--- src/bkpt_tag_pkg.sv ---
`default_nettype none
package bkpt_tag_pkg;

  localparam int unsigned REG_AW = 8;
  localparam int unsigned REG_DW = 8;

  localparam logic [7:0] OFS_CTRL0 = 8'h20;
  localparam logic [7:0] OFS_CTRL1 = 8'h21;
  localparam logic [7:0] OFS_ADDR_HIGH = 8'h22;
  localparam logic [7:0] OFS_ADDR_LOW = 8'h23;
  localparam logic [7:0] OFS_DATA_HIGH = 8'h24;
  localparam logic [7:0] OFS_DATA_LOW = 8'h25;
  localparam logic [7:0] OFS_STATUS = 8'h26;

  localparam logic [7:0] RST_CTRL0 = 8'h00;
  localparam logic [7:0] RST_CTRL1 = 8'h00;
  localparam logic [7:0] RST_BREAK = 8'h00;

  // control register 0 fields
  localparam int unsigned POS_MODE_LO = 6;
  localparam int unsigned POS_BP1_RANGE = 3;
  localparam int unsigned POS_BP0_RANGE = 2;
  localparam logic [7:0] CTRL0_WMASK = 8'hcc;

  // control register 1 fields
  localparam int unsigned POS_DATA_EN = 6;
  localparam int unsigned POS_HIGH_MASK = 5;
  localparam int unsigned POS_LOW_MASK = 4;
  localparam int unsigned POS_BP1_RWE = 3;
  localparam int unsigned POS_BP1_RW = 2;
  localparam int unsigned POS_BP0_RWE = 1;
  localparam int unsigned POS_BP0_RW = 0;
  localparam logic [7:0] CTRL1_WMASK = 8'h7f;

  // status register fields
  localparam int unsigned POS_ST_TAGGING = 0;
  localparam int unsigned POS_ST_BP0 = 1;
  localparam int unsigned POS_ST_BP1 = 2;
  localparam int unsigned POS_ST_PEND = 3;

  // bus clock: half period in fast clock cycles
  localparam logic [3:0] BUS_HALF_CYCLES = 4'd2;

  localparam int unsigned QUEUE_DEPTH = 3;

  typedef enum logic [1:0] {
    MODE_OFF = 2'b00,
    MODE_SWI_DUAL = 2'b01,
    MODE_DEBUG_FULL = 2'b10,
    MODE_DEBUG_DUAL = 2'b11
  } break_mode_e;

endpackage : bkpt_tag_pkg
`default_nettype wire

--- src/tag_sampler.sv ---
`default_nettype none
module tag_sampler (
  input wire logic clk_i,
  input wire logic reset_i,
  input wire logic [1:0] pin_n_i,
  input wire logic fall_en_i,
  input wire logic active_i,
  output logic [1:0] tag_o,
  output logic tag_valid_o
);
  import bkpt_tag_pkg::*;

  logic [1:0] meta_q;
  logic [1:0] sync_q;
  logic [1:0] tag_q;
  logic [1:0] tag_d;
  logic valid_q;
  logic valid_d;
  logic [1:0] fall_q;
  logic [1:0] fall_d;

  // each pin has its own two-stage synchroniser and acts independently
  for (genvar i = 0; i < 2; i++) begin : g_pin
    always_ff @(posedge clk_i or posedge reset_i) begin
      if (reset_i) begin
        meta_q[i] <= 1'b1;
        sync_q[i] <= 1'b1;
      end else begin
        meta_q[i] <= pin_n_i[i];
        sync_q[i] <= meta_q[i];
      end
    end
  end

  always_comb begin
    // pins that stand at the bus clock fall reach sync_q two cycles after it
    fall_d = {fall_q[0], fall_en_i};
    tag_d = 2'b00;
    valid_d = 1'b0;
    if (fall_q[1] && active_i) begin
      tag_d = ~sync_q;
      valid_d = 1'b1;
    end
  end

  always_ff @(posedge clk_i or posedge reset_i) begin
    if (reset_i) begin
      tag_q <= 2'b00;
      valid_q <= 1'b0;
      fall_q <= 2'b00;
    end else begin
      tag_q <= tag_d;
      valid_q <= valid_d;
      fall_q <= fall_d;
    end
  end

  assign tag_o = tag_q;
  assign tag_valid_o = valid_q;

endmodule : tag_sampler
`default_nettype wire

--- src/bus_breakpoint_and_tagging.sv ---
// Operation
// - breakpoint 0 with rw compare enabled (ignored in swi dual mode): value 0 matches writes, 1 matches reads
// - breakpoint 1 (dual modes only): rw don't-care unless enabled in debug dual mode; 0 writes, 1 reads
// - address-high register compares address bits 15..8; resets to zero
// - address-low register compares address bits 7..0 unless bp0 range bit is 0
// - data-high compares data 15..8, or address 15..8 in dual modes
// - data-low compares data 7..0, or address low byte in dual modes
// - tag-enable command turns strobe pin into low tag, debug pin into high tag
// - tag inputs sampled on every bus clock falling edge; low requests the tag
// - pins independent: low pin tags low byte, high pin high byte, both both
// - tagging in all modes, stops when debug active; serial commands blocked meanwhile
// - tags travel with queued bytes; tagged head enters debug instead of executing
// - mode 00 off, 01 swi dual, 10 debug full, 11 debug dual
// - bp0 range bit 0 matches upper byte only, 1 matches full address
`default_nettype none
module bus_breakpoint_and_tagging (
  input wire logic CLK_I,
  input wire logic RESET_I,
  input wire logic [bkpt_tag_pkg::REG_AW-1:0] REG_ADDR_I,
  input wire logic [bkpt_tag_pkg::REG_DW-1:0] REG_WDATA_I,
  input wire logic REG_WR_I,
  input wire logic REG_RD_I,
  output logic [bkpt_tag_pkg::REG_DW-1:0] REG_RDATA_O,
  input wire logic [15:0] CPU_ADDR_I,
  input wire logic [15:0] CPU_DATA_I,
  input wire logic CPU_RW_I,
  input wire logic CPU_CYCLE_I,
  input wire logic BACKGROUND_DEBUG_MODE_I,
  input wire logic TAG_ENABLE_COMMAND_I,
  input wire logic LOW_STROBE_PIN_N_I,
  input wire logic DEBUG_SERIAL_PIN_N_I,
  input wire logic QUEUE_LOAD_I,
  input wire logic QUEUE_ADVANCE_I,
  output logic BUS_CLOCK_OUT_O,
  output logic TAGGING_ACTIVE_O,
  output logic SERIAL_CMD_BLOCK_O,
  output logic SWI_REQUEST_O,
  output logic DEBUG_BREAK_O,
  output logic DEBUG_TAG_ENTRY_O
);
  import bkpt_tag_pkg::*;

  // ---------------------------------------------------------------- registers
  logic [7:0] ctrl0_q, ctrl0_d;
  logic [7:0] ctrl1_q, ctrl1_d;
  logic [7:0] break_addr_high_q, break_addr_high_d;
  logic [7:0] break_addr_low_q, break_addr_low_d;
  logic [7:0] break_data_high_q, break_data_high_d;
  logic [7:0] break_data_low_q, break_data_low_d;
  logic [7:0] rdata_q, rdata_d;
  logic [7:0] status;

  always_comb begin
    ctrl0_d = ctrl0_q;
    ctrl1_d = ctrl1_q;
    break_addr_high_d = break_addr_high_q;
    break_addr_low_d = break_addr_low_q;
    break_data_high_d = break_data_high_q;
    break_data_low_d = break_data_low_q;
    rdata_d = 8'h00;
    if (REG_WR_I) begin
      unique case (REG_ADDR_I)
        OFS_CTRL0: ctrl0_d = REG_WDATA_I & CTRL0_WMASK;
        OFS_CTRL1: ctrl1_d = REG_WDATA_I & CTRL1_WMASK;
        OFS_ADDR_HIGH: break_addr_high_d = REG_WDATA_I;
        OFS_ADDR_LOW: break_addr_low_d = REG_WDATA_I;
        OFS_DATA_HIGH: break_data_high_d = REG_WDATA_I;
        OFS_DATA_LOW: break_data_low_d = REG_WDATA_I;
        default: ;
      endcase
    end
    if (REG_RD_I) begin
      unique case (REG_ADDR_I)
        OFS_CTRL0: rdata_d = ctrl0_q;
        OFS_CTRL1: rdata_d = ctrl1_q;
        OFS_ADDR_HIGH: rdata_d = break_addr_high_q;
        OFS_ADDR_LOW: rdata_d = break_addr_low_q;
        OFS_DATA_HIGH: rdata_d = break_data_high_q;
        OFS_DATA_LOW: rdata_d = break_data_low_q;
        OFS_STATUS: rdata_d = status;
        default: rdata_d = 8'h00;
      endcase
    end
  end

  always_ff @(posedge CLK_I or posedge RESET_I) begin
    if (RESET_I) begin
      ctrl0_q <= RST_CTRL0;
      ctrl1_q <= RST_CTRL1;
      break_addr_high_q <= RST_BREAK;
      break_addr_low_q <= RST_BREAK;
      break_data_high_q <= RST_BREAK;
      break_data_low_q <= RST_BREAK;
      rdata_q <= 8'h00;
    end else begin
      ctrl0_q <= ctrl0_d;
      ctrl1_q <= ctrl1_d;
      break_addr_high_q <= break_addr_high_d;
      break_addr_low_q <= break_addr_low_d;
      break_data_high_q <= break_data_high_d;
      break_data_low_q <= break_data_low_d;
      rdata_q <= rdata_d;
    end
  end

  // ------------------------------------------------------------ control bits
  break_mode_e break_mode_select;
  logic bp0_range_ctrl, bp1_range_ctrl;
  logic data_compare_en, high_byte_mask, low_byte_mask;
  logic bp0_rw_compare_en, bp0_rw_value, bp1_rw_compare_en, bp1_rw_value;

  assign break_mode_select = break_mode_e'(ctrl0_q[POS_MODE_LO +: 2]);
  assign bp0_range_ctrl = ctrl0_q[POS_BP0_RANGE];
  assign bp1_range_ctrl = ctrl0_q[POS_BP1_RANGE];
  assign data_compare_en = ctrl1_q[POS_DATA_EN];
  assign high_byte_mask = ctrl1_q[POS_HIGH_MASK];
  assign low_byte_mask = ctrl1_q[POS_LOW_MASK];
  assign bp1_rw_compare_en = ctrl1_q[POS_BP1_RWE];
  assign bp1_rw_value = ctrl1_q[POS_BP1_RW];
  assign bp0_rw_compare_en = ctrl1_q[POS_BP0_RWE];
  assign bp0_rw_value = ctrl1_q[POS_BP0_RW];

  // -------------------------------------------------------- breakpoint match
  logic first_breakpoint, second_breakpoint;
  logic swi_d, swi_q, brk_d, brk_q;
  logic bp0_hit_d, bp0_hit_q, bp1_hit_d, bp1_hit_q;

  always_comb begin
    logic ah_eq, al_ok, rw0_ok, rw1_ok, dh_ok, dl_ok, dual, rw_used;
    ah_eq = 1'b0;
    al_ok = 1'b0;
    rw0_ok = 1'b0;
    rw1_ok = 1'b0;
    dh_ok = 1'b0;
    dl_ok = 1'b0;
    dual = 1'b0;
    rw_used = 1'b0;
    ah_eq = (break_addr_high_q == CPU_ADDR_I[15:8]);
    al_ok = !bp0_range_ctrl || (break_addr_low_q == CPU_ADDR_I[7:0]);
    dual = (break_mode_select == MODE_SWI_DUAL) || (break_mode_select == MODE_DEBUG_DUAL);
    // rw qualification is ignored in the software-interrupt mode
    rw_used = (break_mode_select != MODE_SWI_DUAL);
    // read cycle has CPU_RW_I high
    rw0_ok = !(rw_used && bp0_rw_compare_en) || (CPU_RW_I == bp0_rw_value);
    rw1_ok = !(rw_used && bp1_rw_compare_en) || (CPU_RW_I == bp1_rw_value);
    if (dual) begin
      dh_ok = (break_data_high_q == CPU_ADDR_I[15:8]);
      dl_ok = !bp1_range_ctrl || (break_data_low_q == CPU_ADDR_I[7:0]);
    end else begin
      dh_ok = high_byte_mask || (break_data_high_q == CPU_DATA_I[15:8]);
      dl_ok = low_byte_mask || (break_data_low_q == CPU_DATA_I[7:0]);
    end
    first_breakpoint = 1'b0;
    second_breakpoint = 1'b0;
    if (CPU_CYCLE_I && !BACKGROUND_DEBUG_MODE_I) begin
      unique case (break_mode_select)
        MODE_OFF: begin
          first_breakpoint = 1'b0;
        end
        MODE_DEBUG_FULL: begin
          first_breakpoint = ah_eq && al_ok && rw0_ok && (!data_compare_en || (dh_ok && dl_ok));
        end
        MODE_SWI_DUAL, MODE_DEBUG_DUAL: begin
          first_breakpoint = ah_eq && al_ok && rw0_ok;
          second_breakpoint = data_compare_en && dh_ok && dl_ok && rw1_ok;
        end
      endcase
    end
    swi_d = (break_mode_select == MODE_SWI_DUAL) && (first_breakpoint || second_breakpoint);
    brk_d = break_mode_select[1] && (first_breakpoint || second_breakpoint);
    bp0_hit_d = first_breakpoint;
    bp1_hit_d = second_breakpoint;
  end

  always_ff @(posedge CLK_I or posedge RESET_I) begin
    if (RESET_I) begin
      swi_q <= 1'b0;
      brk_q <= 1'b0;
      bp0_hit_q <= 1'b0;
      bp1_hit_q <= 1'b0;
    end else begin
      swi_q <= swi_d;
      brk_q <= brk_d;
      bp0_hit_q <= bp0_hit_d;
      bp1_hit_q <= bp1_hit_d;
    end
  end

  // ------------------------------------------------------- bus clock divider
  logic [3:0] div_q, div_d;
  logic bus_clk_q, bus_clk_d;
  logic bus_fall;

  always_comb begin
    div_d = div_q + 4'd1;
    bus_clk_d = bus_clk_q;
    if (div_q == BUS_HALF_CYCLES - 4'd1) begin
      div_d = 4'd0;
      bus_clk_d = !bus_clk_q;
    end
  end

  assign bus_fall = (div_q == BUS_HALF_CYCLES - 4'd1) && bus_clk_q;

  always_ff @(posedge CLK_I or posedge RESET_I) begin
    if (RESET_I) begin
      div_q <= 4'd0;
      bus_clk_q <= 1'b0;
    end else begin
      div_q <= div_d;
      bus_clk_q <= bus_clk_d;
    end
  end

  // ---------------------------------------------------------------- tagging
  logic tagging_q, tagging_d;
  logic [1:0] sampled_tag;
  logic sampled_valid;

  always_comb begin
    tagging_d = tagging_q;
    if (TAG_ENABLE_COMMAND_I) begin
      tagging_d = 1'b1;
    end
    if (BACKGROUND_DEBUG_MODE_I) begin
      tagging_d = 1'b0;
    end
  end

  always_ff @(posedge CLK_I or posedge RESET_I) begin
    if (RESET_I) begin
      tagging_q <= 1'b0;
    end else begin
      tagging_q <= tagging_d;
    end
  end

  // bit 0 low tag from the strobe pin, bit 1 high tag from the debug pin
  tag_sampler u_tag_sampler (
    .clk_i(CLK_I),
    .reset_i(RESET_I),
    .pin_n_i({DEBUG_SERIAL_PIN_N_I, LOW_STROBE_PIN_N_I}),
    .fall_en_i(bus_fall),
    .active_i(tagging_q),
    .tag_o(sampled_tag),
    .tag_valid_o(sampled_valid)
  );

  // -------------------------------------------------------- instruction queue
  logic [1:0] pend_q, pend_d;
  logic [1:0] qtag_q [QUEUE_DEPTH];
  logic [1:0] qtag_d [QUEUE_DEPTH];
  logic [1:0] qcnt_q, qcnt_d;
  logic entry_q, entry_d;

  always_comb begin
    logic [1:0] pend_now;
    logic [1:0] wr_idx;
    pend_now = pend_q;
    wr_idx = 2'd0;
    for (int i = 0; i < QUEUE_DEPTH; i++) begin
      qtag_d[i] = qtag_q[i];
    end
    qcnt_d = qcnt_q;
    entry_d = 1'b0;
    if (sampled_valid) begin
      pend_now = pend_q | sampled_tag;
    end
    pend_d = pend_now;
    wr_idx = qcnt_q;
    if (QUEUE_ADVANCE_I && (qcnt_q != 2'd0)) begin
      entry_d = (qtag_q[0] != 2'b00) && !BACKGROUND_DEBUG_MODE_I;
      for (int i = 0; i < QUEUE_DEPTH - 1; i++) begin
        qtag_d[i] = qtag_q[i+1];
      end
      qtag_d[QUEUE_DEPTH-1] = 2'b00;
      qcnt_d = qcnt_q - 2'd1;
      wr_idx = qcnt_q - 2'd1;
    end
    if (QUEUE_LOAD_I && (wr_idx < 2'(QUEUE_DEPTH))) begin
      qtag_d[wr_idx] = pend_now;
      qcnt_d = wr_idx + 2'd1;
      pend_d = 2'b00;
    end
    if (BACKGROUND_DEBUG_MODE_I) begin
      pend_d = 2'b00;
    end
  end

  always_ff @(posedge CLK_I or posedge RESET_I) begin
    if (RESET_I) begin
      pend_q <= 2'b00;
      qcnt_q <= 2'd0;
      entry_q <= 1'b0;
      for (int i = 0; i < QUEUE_DEPTH; i++) begin
        qtag_q[i] <= 2'b00;
      end
    end else begin
      pend_q <= pend_d;
      qcnt_q <= qcnt_d;
      entry_q <= entry_d;
      for (int i = 0; i < QUEUE_DEPTH; i++) begin
        qtag_q[i] <= qtag_d[i];
      end
    end
  end

  // ----------------------------------------------------------------- outputs
  always_comb begin
    status = 8'h00;
    status[POS_ST_TAGGING] = tagging_q;
    status[POS_ST_BP0] = bp0_hit_q;
    status[POS_ST_BP1] = bp1_hit_q;
    status[POS_ST_PEND] = (pend_q != 2'b00);
  end

  assign REG_RDATA_O = rdata_q;
  assign BUS_CLOCK_OUT_O = bus_clk_q;
  assign TAGGING_ACTIVE_O = tagging_q;
  assign SERIAL_CMD_BLOCK_O = tagging_q;
  assign SWI_REQUEST_O = swi_q;
  assign DEBUG_BREAK_O = brk_q;
  assign DEBUG_TAG_ENTRY_O = entry_q;

endmodule : bus_breakpoint_and_tagging
`default_nettype wire

--- config.mk ---
export PLATFORM = sky130hd
export DESIGN_NAME = bus_breakpoint_and_tagging
export DESIGN_NICKNAME = d
export VERILOG_FILES = /design/src/bkpt_tag_pkg.sv /design/src/tag_sampler.sv /design/src/bus_breakpoint_and_tagging.sv
export SDC_FILE = /design/constraint.sdc
export NUM_CORES = 1
export LEC_CHECK = 0
export BUFFER_PORTS_ARGS = -buffer_cell sky130_fd_sc_hd__buf_2
export CAP_MARGIN = 20
export CELL_PAD_IN_SITES_DETAIL_PLACEMENT = 0
export CELL_PAD_IN_SITES_GLOBAL_PLACEMENT = 1
export CORE_UTILIZATION = 45
export CTS_CLUSTER_SIZE = 14
export DETAILED_ROUTE_END_ITERATION = 8
export PLACE_DENSITY_LB_ADDON = 0.1
export RECOVER_POWER = 50
export SLEW_MARGIN = 40
export SYNTH_ARGS = -nofsm -noshare
export SYNTH_HDL_FRONTEND = slang
export SYNTH_SLANG_ARGS = --single-unit
--- constraint.sdc ---
create_clock -name CLK_I -period 3.6 [get_ports CLK_I]
set_clock_uncertainty 0.2 [all_clocks]
set_input_delay 0.36 -clock CLK_I [delete_from_list [all_inputs] [get_ports CLK_I]]
set_output_delay 0.36 -clock CLK_I [all_outputs]
set_load 0.005 [all_outputs]
==> metrics.csv <==
stage;metric;value;unit
setup_path;cells along the critical path;inv_1, ha_1, nand2b_1, xnor2_1, inv_1, ha_1, nor2b_1, nand2_1, nand3_1, o21ai_0;
setup_path;worst r2r src;qcnt_q[0];
setup_path;data arrival time of the worst path;2.83;ns
setup_path;family with the most delay on the worst path;simple AND/OR/NAND/NOR gates;
synthesis;ys async rst share;100;%
synthesis;Synth area leader;dfrtp_1;
global_route;total gr overflow;0;
clock_network;H-Tree Depth;3;
power;Max VDD drop;233;µV
routing;Post-DRT Antenna Nets;0;
setup_path;Buf+Inv Stages, Crit Path;2;
floorplanning;die height;98.4;µm
timing;Slew Limit Fails;0;
run;number of max-cap violations;0;
floorplanning;full die area;0.00968;mm²
clock_network;Post-CTS Repair Setup Buffers;0;
power;Pleak;2.26;nW
timing;FMAX;0.359;GHz
clock_network;Clk Latency, worst-skew pair;0.37;ns
setup_path;CP required;3.64;ns
synthesis;commonest cells in the synthesized netlist;dfrtp_1 (77), mux2_2 (43), xnor2_1 (43);
timing;post-route setup TNS;0;ns
placement;RePlAce Congestion;0.810;
routing;DR iter-0 viols;165;
synthesis;xor/xnor cell area share of the yosys netlist;11.5;%
setup_path;CP Capture Type;register;
hold_path;hold worst-path end;SERIAL_CMD_BLOCK_O;
clock_network;CTS max path bufs;2;
setup_path;crit path kind;reg -> reg;
synthesis;Mapped Cells;341;
timing;final hold vios;1;
synthesis;Synth Area in Simple Gates;11.7;%
clock_network;Worst-path clk slew;0.10;ns
synthesis;Yosys reg bits;81;
routing;vias;2883;
cells_and_area;n_diodes;0;
synthesis;Synth Net Count;406;
global_route;Total GRT Usage;22.8;%
cells_and_area;share of cells above drive strength 1;35.6;%
hold_path;hold crit path type;in -> reg;
global_route;initial antenna violation count;0;
floorplanning;Rows;34;
synthesis;most frequent cell after synthesis;dfrtp_1;
synthesis;Post-synth EDFFs;0;
cells_and_area;fin nets;481;
timing;RSZ-0062 raised after global routing;false;
setup_path;CP max-delay cell;xnor2_1;
synthesis;dominant synthesized flop cell;dfrtp_1;
placement;post-DP HPWL;7.67;mm
synthesis;top-area cell type share of the netlist area;46.1;%
placement;port bufs;73;
run_status;status;finished with violations;
setup_path;Max FO, Critical Path;10;
hold_path;Hold Crit Start;TAG_ENABLE_COMMAND_I;
floorplanning;core area;0.00885;mm²
clock_network;Root Buffer Master;clkbuf_8;
routing;WL per Instance;19.6;µm
routing;DRT Wirelength;10.3;mm
run_status;failing checks;design-rule violations, negative hold slack;
setup_path;R2R setup slack;0.81;ns
setup_path;CP peak stage delay;0.44;ns
synthesis;Yosys warnings;0;
clock_network;CTS tree;done;
synthesis;compound-cell area share of the yosys netlist;6.37;%
global_route;first-pass GRT wire length;16.3;mm
routing;via/cell ratio;5.45;
synthesis;Mean Syn Cell Area;12.3;µm²
timing;fin crit share;77.4;%
floorplanning;IO Pins;74;
routing;DRC viols;2;
timing;final setup vio count;0;
timing;Tightest Pin Transition;1.45;ns
setup_path;critical path startpoint category;register;
synthesis;largest family of logic cells by synthesized area;multiplexers;
routing;First-pass DRT Iterations;8;
synthesis;top post-synthesis cells by area;dfrtp_1 (46%), mux2_2 (12%), xnor2_1 (9.0%);
timing;worst relative slew slack;2.83;%
global_route;vias in the first global route;2891;
floorplanning;DIE WIDTH;98.4;µm
cells_and_area;P&R area growth vs syn;15.3;%
clock_network;CTS buffer count;9;
clock_network;clock tree sinks;81;
timing;WHS;-0.000857;ns
timing;fin crit period;2.79;ns
floorplanning;Starting Density;47.3;%
setup_path;FF-to-FF End;qtag_q[0];
synthesis;post-synthesis mux area share;16.8;%
synthesis;sequential share of the synthesized area;48.6;%
synthesis;post-synth cell types;49;
power;PD cells;435;mW/mm²
setup_path;r2r worst-path depth;10;
global_route;pin count of the biggest net entering global routing;67;
synthesis;post-synthesis adder-cell area fraction;1.50;%
synthesis;Synth Cell Area;0.00418;mm²
hold_path;cell depth of the worst hold path;3;
-- how the worst max path moves through the flow --
stage / cells after the start / start / to
3_5_place_dp: 10 / qcnt_q[0] / qtag_q[1]
4_1_cts: 10 / qcnt_q[0] / qtag_q[0]
5_1_grt: 10 / qcnt_q[1] / qtag_q[1]
6_report: 10 / qcnt_q[0] / qtag_q[0]
2_1_floorplan: 1 / RESET_I / BUS_CLOCK_OUT_O
3_3_place_gp: 8 / qcnt_q[0] / qcnt_q[1]
-- state kept, by name (all words and copies together), names as in the netlist, 2 cells and up --
signal,count
div_q,4
break_addr_high_q,8
u_tag_sampler.sync_q,2
u_tag_sampler.meta_q,2
REG_RDATA_O,8
ctrl1_q,7
u_tag_sampler.fall_q,2
break_data_low_q,8
break_data_high_q,8
qcnt_q,2
u_tag_sampler.tag_o,2
ctrl0_q,4
pend_q,2
qtag_q,6
break_addr_low_q,8
-- timing repair --
item	4_1_cts	5_1_grt
endpoints found under the hold margin	63	0
hold buffers	3	0
resized for setup	0	0
endpoints found under the setup margin	0	0
-- per-stage QoR --
| stage | std cells | cell area, µm² | total power, mW | worst slack, ns | utilization, % |
|---|---|---|---|---|---|
| floorplan | 341 | 4180 | 1.25 | 0.967 | - |
| global placement | 510 | 4580 | 1.36 | 0.978 | 51.7 |
| detailed placement | 510 | 4580 | 1.37 | 0.866 | 51.8 |
| CTS | 529 | 4830 | 2.11 | 0.833 | 54.6 |
| global route | 529 | 4820 | 2.20 | 0.578 | 54.5 |
| finish | 529 | 4820 | 2.10 | 0.815 | 54.5 |
-- kinds of logic (layout without fill, tap and decap cells) --
logic type	after synthesis	after routing
xor gates and xnor gates	55	55
buffers and inverters	22	102
muxes	58	58
AOI/OAI and AO/OA	42	42
and+or+nand+nor	78	78
adders and majority gates	5	5
DFF	81	81
-- cells in the final DEF, fill, tap and decap left out, types with 4 or more instances in the layout --
cell type and count:
buf_2 68, a32oi_1 4, xor2_1 12, xnor2_1 43, o21ai_0 14, nand2b_1 6
a22oi_1 5, nand2_1 16, ha_1 5, nand4_1 12, mux2_4 8, clkbuf_8 9
nor3_1 6, mux2_1 4, nand3_1 7, dfstp_2 4, dfrtp_1 77, a21oi_1 10
inv_1 8, nor2_1 12, clkbuf_1 6, mux2_2 43
-- report_power, final --
group	switching, mW	internal [mW]
logic	0.194	0.160
registers	0.0413	0.954
clock network	0.353	0.395
-- layout make-up --
cell class,instances,area (µm²)
clock buffers,10,128
clock inverters,6,90.1
fillers,797,4030
inverters,9,37.5
multi-input cells,238,2000
flip-flops and latches,81,2030
well taps,108,135
repair buffers,77,397
-- routing by layer --
metal | vias up | global-route usage (%) | wire length, µm
li1 | 1365 | - | -
met5 | - | 0 | 0
met2 | 85 | 34.9 | 4760
met4 | 0 | 6.66 | 162
met1 | 1421 | 33.3 | 4850
met3 | 12 | 4.11 | 573
-- worst register-to-register path, delay by kind of cell, from the launching register on --
kind,cells,cell delay (ns)
AOI/OAI and AO/OA,1,0.09
buffers and inverters,2,0.17
and+or+nand+nor,4,1.02
DFF,1,0.33
adders and majority gates,2,0.39
xor gates and xnor gates,1,0.44
No activity file was read; power rests on OpenSTA's default activity.
